### src/pbra_pkg.sv
// Package for the peripheral bus register access block: port decodes, field layouts, reset values.
// Assumes a single 100 MHz core clock and a synchronous active-low reset.
package pbra_pkg;

	localparam int unsigned CLK_PERIOD_NS = 10;

	// Latched I/O port decodes (10-bit address)
	localparam logic [9:0] PORT_IRQ_CMD = 10'h020;
	localparam logic [9:0] PORT_IRQ_MASK = 10'h021;
	localparam logic [9:0] PORT_TMR_CH0 = 10'h040;
	localparam logic [9:0] PORT_TMR_CH2 = 10'h042;
	localparam logic [9:0] PORT_TMR_CH3 = 10'h044;
	localparam logic [9:0] PORT_TMR_CTRL = 10'h043;
	localparam logic [9:0] PORT_SYS_B = 10'h061;
	localparam logic [9:0] PORT_RTC_ADDR = 10'h070;
	localparam logic [9:0] PORT_RTC_DATA = 10'h071;
	localparam logic [9:0] PORT_SYS_A = 10'h092;
	localparam logic [9:0] PORT_SETUP = 10'h094;
	localparam logic [9:0] PORT_CHAN_POS = 10'h096;
	localparam logic [9:0] PORT_CFG = 10'h102;

	// Read-back forcing masks, write mask and watchdog bit position
	localparam logic [7:0] SYS_A_RD_ONES = 8'h24;
	localparam logic [7:0] CHAN_POS_RD_ONES = 8'h70;
	localparam logic [7:0] CHAN_POS_WR_MASK = 8'h8f;
	localparam int unsigned SYS_A_WDT_BIT = 4;

	// Reset values, idle byte, vector base, timekeeping memory depth and address width
	localparam logic [7:0] SYS_B_RST = 8'h00;
	localparam logic [7:0] SYS_A_RST = 8'h00;
	localparam logic [7:0] SETUP_RST = 8'h80;
	localparam logic [7:0] CHAN_POS_RST = 8'h00;
	localparam logic [7:0] CFG_RST = 8'h00;
	localparam logic [7:0] BYTE_ZERO = 8'h00;
	localparam logic [7:0] IRQ_VECTOR_BASE = 8'h08;
	localparam int unsigned RTC_DEPTH = 64;
	localparam int unsigned RTC_AW = 6;

	// Bus cycle kinds
	typedef enum logic [1:0] {
		PBRA_IDLE = 2'b00,
		PBRA_READ = 2'b01,
		PBRA_ACK = 2'b11,
		PBRA_WRITE = 2'b10
	} pbra_cycle_t;

endpackage : pbra_pkg

### src/pbra_mem_if.sv
// Interface carrying the timekeeping RAM access between the bus port and its memory.
// Assumes both ends run on the core clock.
interface pbra_mem_if;
	logic we;
	logic [5:0] addr;
	logic [7:0] wdata;
	logic [7:0] rdata;
	modport ctrl (output we, output addr, output wdata, input rdata);
	modport mem (input we, input addr, input wdata, output rdata);
endinterface : pbra_mem_if

### src/pbra_rtc_mem.sv
// Small register-output memory backing the timekeeping registers.
// Assumes the controller presents address and write data on the core clock.
module pbra_rtc_mem (
	// Clock
	input wire logic core_clk_i,
	// Access
	pbra_mem_if.mem bus
);

	logic [7:0] mem_reg [pbra_pkg::RTC_DEPTH];
	logic [7:0] rdata_reg;

	// No reset here: timekeeping contents must survive a logic reset
	always_ff @(posedge core_clk_i)
	begin
		if (bus.we)
		begin
			mem_reg[bus.addr] <= bus.wdata;
		end
		rdata_reg <= mem_reg[bus.addr];
	end

	assign bus.rdata = rdata_reg;

endmodule : pbra_rtc_mem

### src/pbra_port.sv
// Peripheral bus port of the system peripheral controller: address latch, decode, data steering.
// Assumes all bus pins are asynchronous to core_clk_i and are synchronised here.
// How it works
// - Drive data bus only on internal reads and interrupt acknowledges
// - Interrupt, timer, timekeeping, configuration registers readable
// - Ports 61, 92, 96, 102 return data
// - Writes release drivers and capture data
// - Acknowledge places interrupt vector on bus
// - Data bus multiplexes timekeeping address/data
// - Address latch strobe captures ten lines
// - Qualified latch strobe clears parallel interrupt
// - Logic reset spares timekeeping memory; the index register is cleared
// - Read command drives addressed register out
// - Write command stores into latched register
// - External master reaches interrupt registers only
// - Master indication blocks non-interrupt decodes
// - Upper address zero qualifies all decodes
module pbra_port (
	// Clock and reset
	input wire logic core_clk_i,
	input wire logic rst_n_i,
	input wire logic logic_reset_input_i,
	// Peripheral bus
	input wire logic [7:0] peripheral_data_bus_i,
	output logic [7:0] peripheral_data_bus_o,
	output logic peripheral_data_bus_oe_o,
	input wire logic [9:0] latched_peripheral_address_i,
	input wire logic [5:0] upper_address_i,
	input wire logic address_latch_strobe_n_i,
	input wire logic io_read_cmd_n_i,
	input wire logic io_write_cmd_n_i,
	input wire logic irq_ack_n_i,
	input wire logic ext_master_n_i,
	// Status from neighbouring functions
	input wire logic [7:0] irq_request_i,
	input wire logic [7:0] irq_in_service_i,
	input wire logic [7:0] tmr_ch0_i,
	input wire logic [7:0] tmr_ch2_i,
	input wire logic [7:0] tmr_ch3_i,
	input wire logic [2:0] irq_level_i,
	input wire logic wdt_timeout_i,
	// Decoded outputs
	output logic onboard_peripheral_select_n_o,
	output logic qualified_latch_strobe_n_o,
	output logic par_irq_clear_o,
	output logic [7:0] irq_mask_o,
	output logic [7:0] sys_b_o,
	output logic [7:0] sys_a_o,
	output logic [7:0] setup_o,
	output logic [7:0] chan_pos_o,
	output logic [7:0] cfg_o
);

	typedef struct packed {
		logic [1:0] strb_s1;
		logic [1:0] strb_s2;
		logic [1:0] cmd_s1;
		logic [1:0] cmd_s2;
		logic ack_s1;
		logic ack_s2;
		logic mst_s1;
		logic mst_s2;
		logic [7:0] din_s1;
		logic [7:0] din_s2;
		logic [9:0] adr_s1;
		logic [9:0] adr_s2;
		logic [5:0] up_s1;
		logic [5:0] up_s2;
		logic strb_d;
		logic ack_d;
		logic wr_d;
		logic ack_cnt;
		logic [9:0] addr;
		logic onboard_peripheral_select_n_n;
		logic qstrb_n;
		logic par_clr;
		pbra_pkg::pbra_cycle_t cyc;
		logic [7:0] dout;
		logic oe;
		logic [7:0] mask;
		logic [7:0] sys_b;
		logic [7:0] sys_a;
		logic [7:0] setup;
		logic [7:0] chan_pos;
		logic [7:0] cfg;
		logic [5:0] rtc_idx;
		logic [7:0] tmr_ctl;
		logic lrst_s1;
		logic lrst_s2;
	} pbra_state_t;

	pbra_state_t st_reg;
	pbra_state_t st_next;
	pbra_mem_if rtc_bus ();

	pbra_rtc_mem u_rtc_mem (
		.core_clk_i(core_clk_i),
		.bus(rtc_bus.mem)
	);

	// True when the latched port belongs to the interrupt controller
	function automatic logic is_irq_port(input logic [9:0] a);
		is_irq_port = (a == pbra_pkg::PORT_IRQ_CMD) || (a == pbra_pkg::PORT_IRQ_MASK);
	endfunction : is_irq_port

	// Only decoded ports answer a read; any other port leaves the bus to others
	function automatic logic is_mapped(input logic [9:0] a);
		is_mapped = is_irq_port(a) || (a inside {pbra_pkg::PORT_TMR_CH0, pbra_pkg::PORT_TMR_CH2,
			pbra_pkg::PORT_TMR_CH3, pbra_pkg::PORT_TMR_CTRL, pbra_pkg::PORT_SYS_B,
			pbra_pkg::PORT_RTC_ADDR, pbra_pkg::PORT_RTC_DATA, pbra_pkg::PORT_SYS_A,
			pbra_pkg::PORT_SETUP, pbra_pkg::PORT_CHAN_POS, pbra_pkg::PORT_CFG});
	endfunction : is_mapped

	logic rd;
	logic wr;
	logic both;
	logic sel;
	logic own;
	logic irq_hit;
	logic rtc_data_hit;
	logic [7:0] rd_mux;

	always_comb
	begin
		st_next = st_reg;
		// Second stage only feeds logic; first stage is read by nothing else
		st_next.strb_s1 = {address_latch_strobe_n_i, 1'b0};
		st_next.strb_s2 = st_reg.strb_s1;
		st_next.cmd_s1 = {io_read_cmd_n_i, io_write_cmd_n_i};
		st_next.cmd_s2 = st_reg.cmd_s1;
		st_next.ack_s1 = irq_ack_n_i;
		st_next.ack_s2 = st_reg.ack_s1;
		st_next.mst_s1 = ext_master_n_i;
		st_next.mst_s2 = st_reg.mst_s1;
		st_next.din_s1 = peripheral_data_bus_i;
		st_next.din_s2 = st_reg.din_s1;
		st_next.adr_s1 = latched_peripheral_address_i;
		st_next.adr_s2 = st_reg.adr_s1;
		st_next.up_s1 = upper_address_i;
		st_next.up_s2 = st_reg.up_s1;
		// Logic reset pin is asynchronous, so it is synchronised like the others
		st_next.lrst_s1 = logic_reset_input_i;
		st_next.lrst_s2 = st_reg.lrst_s1;

		rd = !st_reg.cmd_s2[1];
		wr = !st_reg.cmd_s2[0];
		both = rd && wr;
		st_next.strb_d = st_reg.strb_s2[1];
		st_next.ack_d = st_reg.ack_s2;
		st_next.wr_d = wr && !both;

		// Latch follows the strobe while it is low, holds afterwards
		if (!st_reg.strb_s2[1])
		begin
			st_next.addr = st_reg.adr_s2;
			st_next.onboard_peripheral_select_n_n = (st_reg.up_s2 != 6'h00);
		end
		st_next.qstrb_n = st_reg.strb_s2[1] || st_next.onboard_peripheral_select_n_n;
		st_next.par_clr = st_reg.strb_d && !st_reg.strb_s2[1] && !st_next.onboard_peripheral_select_n_n;

		irq_hit = is_irq_port(st_reg.addr);
		sel = !st_reg.onboard_peripheral_select_n_n;
		// Master blocks all but interrupt decodes
		own = sel && (irq_hit || st_reg.mst_s2);
		rtc_data_hit = own && (st_reg.addr == pbra_pkg::PORT_RTC_DATA);

		unique case (st_reg.addr)
			pbra_pkg::PORT_IRQ_CMD: rd_mux = st_reg.tmr_ctl[0] ? irq_in_service_i : irq_request_i;
			pbra_pkg::PORT_IRQ_MASK: rd_mux = st_reg.mask;
			pbra_pkg::PORT_TMR_CH0: rd_mux = tmr_ch0_i;
			pbra_pkg::PORT_TMR_CH2: rd_mux = tmr_ch2_i;
			pbra_pkg::PORT_TMR_CH3: rd_mux = tmr_ch3_i;
			pbra_pkg::PORT_TMR_CTRL: rd_mux = st_reg.tmr_ctl;
			pbra_pkg::PORT_SYS_B: rd_mux = st_reg.sys_b;
			pbra_pkg::PORT_RTC_ADDR: rd_mux = {2'b00, st_reg.rtc_idx};
			pbra_pkg::PORT_RTC_DATA: rd_mux = rtc_bus.rdata;
			pbra_pkg::PORT_SYS_A: rd_mux = (st_reg.sys_a | pbra_pkg::SYS_A_RD_ONES)
				| ({7'h00, wdt_timeout_i} << pbra_pkg::SYS_A_WDT_BIT);
			pbra_pkg::PORT_SETUP: rd_mux = st_reg.setup;
			pbra_pkg::PORT_CHAN_POS: rd_mux = st_reg.chan_pos | pbra_pkg::CHAN_POS_RD_ONES;
			pbra_pkg::PORT_CFG: rd_mux = st_reg.cfg;
			default: rd_mux = pbra_pkg::BYTE_ZERO;
		endcase

		// The end of the first pulse arms; the second pulse carries the vector
		// A lone pulse leaves the count armed until the next one arrives
		if (!st_reg.ack_d && st_reg.ack_s2)
		begin
			st_next.ack_cnt = !st_reg.ack_cnt;
		end

		if (both)
		begin
			st_next.cyc = pbra_pkg::PBRA_IDLE;
		end
		else if (!st_reg.ack_s2 && st_reg.ack_cnt)
		begin
			st_next.cyc = pbra_pkg::PBRA_ACK;
		end
		// Unmapped ports stay released so another device may answer
		else if (rd && own && is_mapped(st_reg.addr))
		begin
			st_next.cyc = pbra_pkg::PBRA_READ;
		end
		else if (wr)
		begin
			st_next.cyc = pbra_pkg::PBRA_WRITE;
		end
		else
		begin
			st_next.cyc = pbra_pkg::PBRA_IDLE;
		end

		unique case (st_next.cyc)
			pbra_pkg::PBRA_READ:
			begin
				st_next.oe = 1'b1;
				st_next.dout = rd_mux;
			end
			pbra_pkg::PBRA_ACK:
			begin
				st_next.oe = 1'b1;
				st_next.dout = pbra_pkg::IRQ_VECTOR_BASE | {5'h00, irq_level_i};
			end
			pbra_pkg::PBRA_WRITE, pbra_pkg::PBRA_IDLE:
			begin
				st_next.oe = 1'b0;
				st_next.dout = pbra_pkg::BYTE_ZERO;
			end
		endcase

		// Commit on the trailing edge of write, data captured from the bus
		if (st_reg.wr_d && !wr && own)
		begin
			unique case (st_reg.addr)
				pbra_pkg::PORT_IRQ_MASK: st_next.mask = st_reg.din_s2;
				pbra_pkg::PORT_IRQ_CMD: st_next.tmr_ctl[0] = st_reg.din_s2[0];
				pbra_pkg::PORT_TMR_CTRL: st_next.tmr_ctl = st_reg.din_s2;
				pbra_pkg::PORT_SYS_B: st_next.sys_b = st_reg.din_s2;
				pbra_pkg::PORT_RTC_ADDR: st_next.rtc_idx = st_reg.din_s2[5:0];
				pbra_pkg::PORT_SYS_A: st_next.sys_a = st_reg.din_s2;
				pbra_pkg::PORT_SETUP: st_next.setup = st_reg.din_s2;
				pbra_pkg::PORT_CHAN_POS: st_next.chan_pos = st_reg.din_s2 & pbra_pkg::CHAN_POS_WR_MASK;
				pbra_pkg::PORT_CFG: st_next.cfg = st_reg.din_s2;
				default: st_next.cfg = st_reg.cfg;
			endcase
		end
	end

	// Timekeeping data goes straight to memory; index register steers it
	assign rtc_bus.we = st_reg.wr_d && !wr && rtc_data_hit;
	assign rtc_bus.addr = st_reg.rtc_idx;
	assign rtc_bus.wdata = st_reg.din_s2;

	// Logic reset clears control state; timekeeping memory is left alone
	always_ff @(posedge core_clk_i)
	begin
		if (!rst_n_i || st_reg.lrst_s2)
		begin
			st_reg <= '0;
			st_reg.strb_s1 <= 2'b10;
			st_reg.strb_s2 <= 2'b10;
			st_reg.cmd_s1 <= 2'b11;
			st_reg.cmd_s2 <= 2'b11;
			st_reg.ack_s1 <= 1'b1;
			st_reg.ack_s2 <= 1'b1;
			st_reg.mst_s1 <= 1'b1;
			st_reg.mst_s2 <= 1'b1;
			st_reg.strb_d <= 1'b1;
			st_reg.ack_d <= 1'b1;
			st_reg.onboard_peripheral_select_n_n <= 1'b1;
			st_reg.qstrb_n <= 1'b1;
			st_reg.sys_b <= pbra_pkg::SYS_B_RST;
			st_reg.sys_a <= pbra_pkg::SYS_A_RST;
			st_reg.setup <= pbra_pkg::SETUP_RST;
			st_reg.chan_pos <= pbra_pkg::CHAN_POS_RST;
			st_reg.cfg <= pbra_pkg::CFG_RST;
			// The reset synchroniser keeps sampling, or the reset would never end
			st_reg.lrst_s1 <= logic_reset_input_i;
			st_reg.lrst_s2 <= st_reg.lrst_s1;
		end
		else
		begin
			st_reg <= st_next;
		end
	end

	assign peripheral_data_bus_o = st_reg.dout;
	assign peripheral_data_bus_oe_o = st_reg.oe;
	assign onboard_peripheral_select_n_o = st_reg.onboard_peripheral_select_n_n;
	assign qualified_latch_strobe_n_o = st_reg.qstrb_n;
	assign par_irq_clear_o = st_reg.par_clr;
	assign irq_mask_o = st_reg.mask;
	assign sys_b_o = st_reg.sys_b;
	assign sys_a_o = st_reg.sys_a;
	assign setup_o = st_reg.setup;
	assign chan_pos_o = st_reg.chan_pos;
	assign cfg_o = st_reg.cfg;

endmodule : pbra_port

### config.mk
export PLATFORM = sky130hd
export DESIGN_NAME = pbra_port
export DESIGN_NICKNAME = d
export VERILOG_FILES = /design/src/pbra_pkg.sv /design/src/pbra_mem_if.sv /design/src/pbra_rtc_mem.sv /design/src/pbra_port.sv
export SDC_FILE = /design/constraint.sdc
export NUM_CORES = 1
export LEC_CHECK = 0
export ABC_AREA = 1
export BUFFER_PORTS_ARGS = -buffer_cell sky130_fd_sc_hd__buf_2
export CAP_MARGIN = 25
export CORE_UTILIZATION = 50
export DETAILED_ROUTE_END_ITERATION = 6
export MAX_ROUTING_LAYER = met4
export PLACE_DENSITY = 0.67
export SYNTH_ARGS = -nofsm -noshare
export SYNTH_HDL_FRONTEND = slang
export SYNTH_SLANG_ARGS = --single-unit
### constraint.sdc
create_clock -name core_clk_i -period 3.4 [get_ports core_clk_i]
set_input_delay 0.68 -clock core_clk_i [delete_from_list [all_inputs] [get_ports core_clk_i]]
set_output_delay 0.68 -clock core_clk_i [all_outputs]
set_load 0.05 [all_outputs]
=== Yosys cells after proc, flatten, opt, wreduce, memory -nomap -nowiden ===
Memories as Yosys holds them, arrays and structs flattened. A register that Yosys moved wholly into a read port is not among the register bits.
Index checks and enable logic that the tools add are counted.

* Register bits after elaboration: 147
* Bits in latches: 0
* Memory bits (writable): 512
* Memory bits (read-only): 0
* Logic and storage cells: 106
* Memories: 1

{| class="wikitable"
|+ Memory list
! name !! words !! width !! rd ports !! clocked after memory_dff !! write ports !! RTL line !! RTL
|-
| u_rtc_mem.mem_reg || 64 || 8 || 1 || 1 || 1 || pbra_rtc_mem.sv:10 || <nowiki>logic [7:0] mem_reg [pbra_pkg::RTC_DEPTH];</nowiki>
|}

* Add/sub/neg operators: 0
* Multipliers: 0
* Divide/modulo/power cells: 0
* Order comparisons: 0
* Equal/unequal tests: 16
* Shift-type cells: 0
* Mux-type cells: 10
* Bitwise logic cells: 1
* Reductions and logical operators: 42

{| class="wikitable"
|+ Operators with widths
! operator !! count
|-
| 8-bit case mux with 13 select lines || 1
|-
| 10-bit by 7-bit equality test with 1-bit output (second input constant) || 7
|-
| 10-bit by 8-bit equality test with 1-bit output (second input constant) || 3
|-
| 9-bit case mux with 3 select lines || 1
|-
| 10-bit by 6-bit equality test with 1-bit output (second input constant) || 2
|-
| 2-bit AND reduction || 9
|-
| 1-bit logical AND || 13
|-
| 11-bit 2-to-1 mux || 1
|-
| 11-bit nonzero test || 1
|-
| 10-bit by 9-bit equality test with 1-bit output (second input constant) || 1
|-
| 1-bit logical NOT || 10
|-
| 2-bit 2-to-1 mux || 4
|-
| 8-bit 2-to-1 mux || 1
|-
| 8-bit by 5-bit bitwise OR with 8-bit output || 1
|-
| 6-bit nonzero test || 1
|-
| 1-bit logical OR || 5
|-
| 2-bit equality test (second input constant) || 2
|-
| 2-bit OR reduction || 2
|-
| 2-bit by 1-bit equality test with 1-bit output (second input constant) || 1
|-
| 2-bit logical NOT || 1
|-
| 1-bit 2-to-1 mux || 2
|}

=== Longest topological paths before layout ===
* Depth in word-level cells: 12
* Gate-level depth with buffers: 13
* Mapped depth without buffers: 13

=== Hierarchy ===
A second synthesis with hierarchy kept.

* Cells, all modules: 2998
* Area, all modules: 28424.8 sq um

{| class="wikitable"
|+ Modules (own cells, without submodules)
! module !! instances !! cells each !! area an instance (sq um) !! sequential area each (sq um)
|-
| pbra_rtc_mem || 1 || 2167 || 22044.9 || 15534.9
|-
| pbra_port || 1 || 831 || 6379.9 || 2902.8
|}

=== Least setup slack after synthesis ===
Ideal clock, no wire load.

* Kind: flip-flop to flip-flop
* From: register st_reg[87] (netlist name)
* To: memory u_rtc_mem.mem_reg[0][0] (enable)
* Library setup time: 0.370 ns
* Arrival time: 1.731 ns
* Required time: 3.030 ns
* Setup slack: 1.299 ns
* Cell stages (with the launch flop): 10
* Path buffers: 0
* Path through: dfxtp_1 -> nor2_4 -> nand2_1 -> nor2_1 -> nand2_2 -> nand3_2 -> nand2_4 -> nor3_4 -> nand2_1 -> nor2_1

* Longest elaborated chain between the ends: 8
* Elaborated cells between the ends (all ways): 10
* Those cells by class: 3 x eq/ne; 2 x mux; 5 x reduce/logical

{| class="wikitable"
|+ RTL lines
! what !! RTL line !! RTL
|-
| from (decl) || pbra_port.sv:92 || <nowiki>pbra_state_t st_reg;</nowiki>
|-
| from (signal assigned) || pbra_port.sv:284 || <nowiki>st_reg <= st_next;</nowiki>
|-
| 10-bit by 6-bit equality test with 1-bit output || pbra_port.sv:103 || <nowiki>is_irq_port = (a == pbra_pkg::PORT_IRQ_CMD) || (a == pbra_pkg::PORT_IRQ_MASK);</nowiki>
|-
| 1-bit logical OR || pbra_port.sv:103 ||
|-
| 1-bit logical OR || pbra_port.sv:164 || <nowiki>own = sel && (irq_hit || st_reg.mst_s2);</nowiki>
|-
| 1-bit logical AND || pbra_port.sv:164 ||
|-
| 1-bit logical AND (*) || pbra_port.sv:165 || <nowiki>rtc_data_hit = own && (st_reg.addr == pbra_pkg::PORT_RTC_DATA);</nowiki>
|-
| 1-bit logical AND (*) || pbra_port.sv:251 || <nowiki>assign rtc_bus.we = st_reg.wr_d && !wr && rtc_data_hit;</nowiki>
|-
| 1-bit 2-to-1 mux (*) || pbra_rtc_mem.sv:16 || <nowiki>if (bus.we)</nowiki>
|-
| 1-bit 2-to-1 mux (not written as such) (*) || pbra_rtc_mem.sv:18 || <nowiki>mem_reg[bus.addr] <= bus.wdata;</nowiki>
|-
| to (decl) || pbra_rtc_mem.sv:10 ||
|}

Every way passes the cells marked *; elsewhere a longest branch is shown, timed or not.

=== Worst setup path after layout ===
* From: register st_reg[87] (netlist name)
* To: memory u_rtc_mem.mem_reg[19][0] (enable)

Same word-level chain as after synthesis.

==> run summary <==
Final-report setup violation count: 0
Maximum vdd drop: 391 µV
Unique masters post-synth: 38
Ratio of cells with drive above 1 in the final layout: 15.3%
Core area: 50400 µm²
Post-synthesis xor/xnor area fraction: 0%
Post-synth EDFFs: 512
Clock Sinks: 665
Post-DRT Antenna Nets: 0
Critical path arrival: 3.19 ns
Placed cells: 2987
Leak pwr: 11.0 nW
Post-synthesis simple-gate area fraction: 15.7%
DIE AREA: 52200 µm²
Post-synthesis mux area share: 0%
Clk slew on worst S/H paths: 0.06 ns
Syn Std Cell Area: 25600 µm²
CP Launch Type: register
Critical path's slowest cell: nor2_1
Status: finished, final reports clean
RePlAce Congestion: 0.963
Die Y: 228 µm
Setup bufs post-CTS: 0
Post-synthesis async set-or-reset flop share: 0%
Max Cap Viol: 0
Initial antenna violation count: 0
H-tree Lvls: 3
Layout Skew: 0.0336 ns
Fin. Hold Viols: 0
Vias: 17608
Area growth syn-to-layout: 14.5%
Crit-path max cell delay: 0.72 ns
Synth Area in Adders: 0%
Reg2reg setup slack: 0.44 ns
Initial Utilization: 50.9%
Clk Tree Root Cell: clkbuf_16
Gr usage total: 27.7%
Number of global-route vias before repair: 17034
Least-Margin Pin Slew: 1.06 ns
Grt total ovfl: 0
Main synth FF type: edfxtp_1
Max Transition Viols Final: 0
Std cell rows: 82
Hold Buf Count CTS: 0
Final Non-Filler Cells: 3106
CTS-repair resized insts: 0
Port bufs: 132
Cts bufs inserted: 68
Inserted Diodes: 0
Register bit count reported by yosys: 665
Longest Clk Path Bufs: 3
Via density: 5.67
CP Max Fanout: 8
Fmax achieved: 337 MHz
Final hold slack: 0.184 ns
CTS tree: yes
Final worst-path cycle share: 87.2%
TNS Setup: 0 ns
Max FFs per register: 512
Compound-cell area share of the yosys netlist: 7.12%
DRT Wirelength: 69.9 mm
Power per standard cell area: 540 nW/µm²
Fill count: 4136
HP Class: in -> reg
Largest family of logic cells by synthesized area: simple AND/OR/NAND/NOR gates
First-pass GRT wire length: 105 mm
Routed length per instance: 22.5 µm
Crit end category: register
Ports: 136
Largest net degree at the start of global routing: 71
Drt pass-1 iters: 6
Later-pin clock latency in the skew report: 0.61 ns
Post-synthesis sequential area ratio: 72.0%
DP Wirelength: 45.1 mm
Detailed Route Iter0 Violations: 2308
Syn avg cell area: 11.6 µm²
Die Span X: 228 µm
Crit path kind: reg -> reg
Post-Synthesis Cells: 2209
Worst endpoint required time: 3.63 ns
Residual DRC count: 0
Final nets: 2461
RSZ-0062 raised after global routing: no
Min Tclk post-route: 2.96 ns
Synth warn: 0
Relative slew margins: 29.3%
CP Cell Sequence: nor2_4 > nand2_1 > nor2_1 > nand2_2 > nand3_2 > nand2_4 > nor3_4 > nand2_1 > nor2_1
## through the flow
step           total power [mW]  utilization [%]  area [µm²]  setup slack (ns)
4_1_cts                    15.9             58.2       29300             0.400
3_5_place_dp               9.03             54.1       27300             0.416
2_1_floorplan              8.94                -       25600              1.30
5_1_grt                    16.3             58.2       29300             0.273
6_report                   15.8             58.2       29300             0.437
3_3_place_gp               9.03             54.1       27300             0.578
## power breakdown
part           total (mW)  switching (mW)  internal [mW]
combinational       0.150          0.0965         0.0533
sequential           8.71          0.0281           8.68
clock                6.99            2.97           4.01
total                15.8            3.10           12.7
## critical path: cells and delay by family (launching register included)
family	cells	cell delay [ns]
and+or+nand+nor	9	2.27
DFF	1	0.33
## layout by cell type, fill, tap and decap left out, types with 69 or more instances in the layout
master and instances:
nand2_1 569, edfxtp_1 512, nor2_1 193, inv_1 150, dfxtp_1 145, buf_2 132, o21ai_0 97, buf_4 94
nand3_1 79, a22oi_1 76, clkbuf_16 73, a21oi_1 69
## layer usage
metal	vias to the layer above	wire [µm]	GRT usage [%]
met5	-	0	-
met4	0	2170	10.2
met3	121	6490	4.38
met2	995	31800	41.4
met1	8554	29400	38.5
li1	7938	-	-
## worst paths after layout
path | startpoint | endpoint | cells past startpoint
max | st_reg[87]$_SDFFE_PP0N_ | u_rtc_mem.mem_reg[19][0]$_DFFE_PP_ | 9
min | logic_reset_input_i | st_next[0]$_DFF_P_ | 1
max reg2reg | st_reg[87]$_SDFFE_PP0N_ | u_rtc_mem.mem_reg[19][0]$_DFFE_PP_ | 9
min reg2reg | st_next[0]$_DFF_P_ | st_reg[0]$_DFF_P_ | 0
## synthesized netlist by cell type (2+ instances only)
master / instances / area, µm²
nand2_1: 569 / 2140
edfxtp_1: 512 / 15400
nor2_1: 194 / 728
dfxtp_1: 153 / 3060
inv_1: 152 / 571
o21ai_0: 97 / 485
nand3_1: 79 / 395
a22oi_1: 76 / 571
a21oi_1: 69 / 345
nand4_1: 68 / 425
buf_4: 59 / 443
clkbuf_1: 47 / 176
o21a_1: 29 / 218
nor3_1: 17 / 85.1
buf_2: 12 / 60.1
or2_2: 11 / 68.8
buf_1: 10 / 37.5
inv_2: 6 / 22.5
o211ai_1: 5 / 37.5
o22ai_1: 5 / 31.3
a21oi_2: 4 / 35.0
nand2_2: 4 / 25.0
nand2_4: 4 / 45.0
o2bb2ai_1: 4 / 35.0
a22o_1: 3 / 26.3
clkinv_1: 3 / 11.3
nand3b_1: 3 / 22.5
o2111ai_1: 3 / 26.3
nor2_4: 2 / 22.5
## final cells by class
| class | instances | area [µm²] | area share [%] |
|---|---|---|---|
| Timing Repair Buffer | 233 | 1510 | 5.13 |
| Multi-Input combinational cell | 1256 | 5870 | 20.0 |
| Clock buffer | 97 | 1970 | 6.70 |
| Tap cell | 672 | 841 | 2.87 |
| Sequential cell | 665 | 18500 | 62.9 |
| Clock inverter | 22 | 105 | 0.358 |
| Inverter | 161 | 604 | 2.06 |
## cell families (layout without fill, tap and decap cells)
group | count (synthesis) | after routing
buf+inv | 290 | 513
other cells | 1 | 3
simple gates | 956 | 956
flops | 665 | 665
compound gates | 297 | 297
Power figures use the tool's default switching activity.
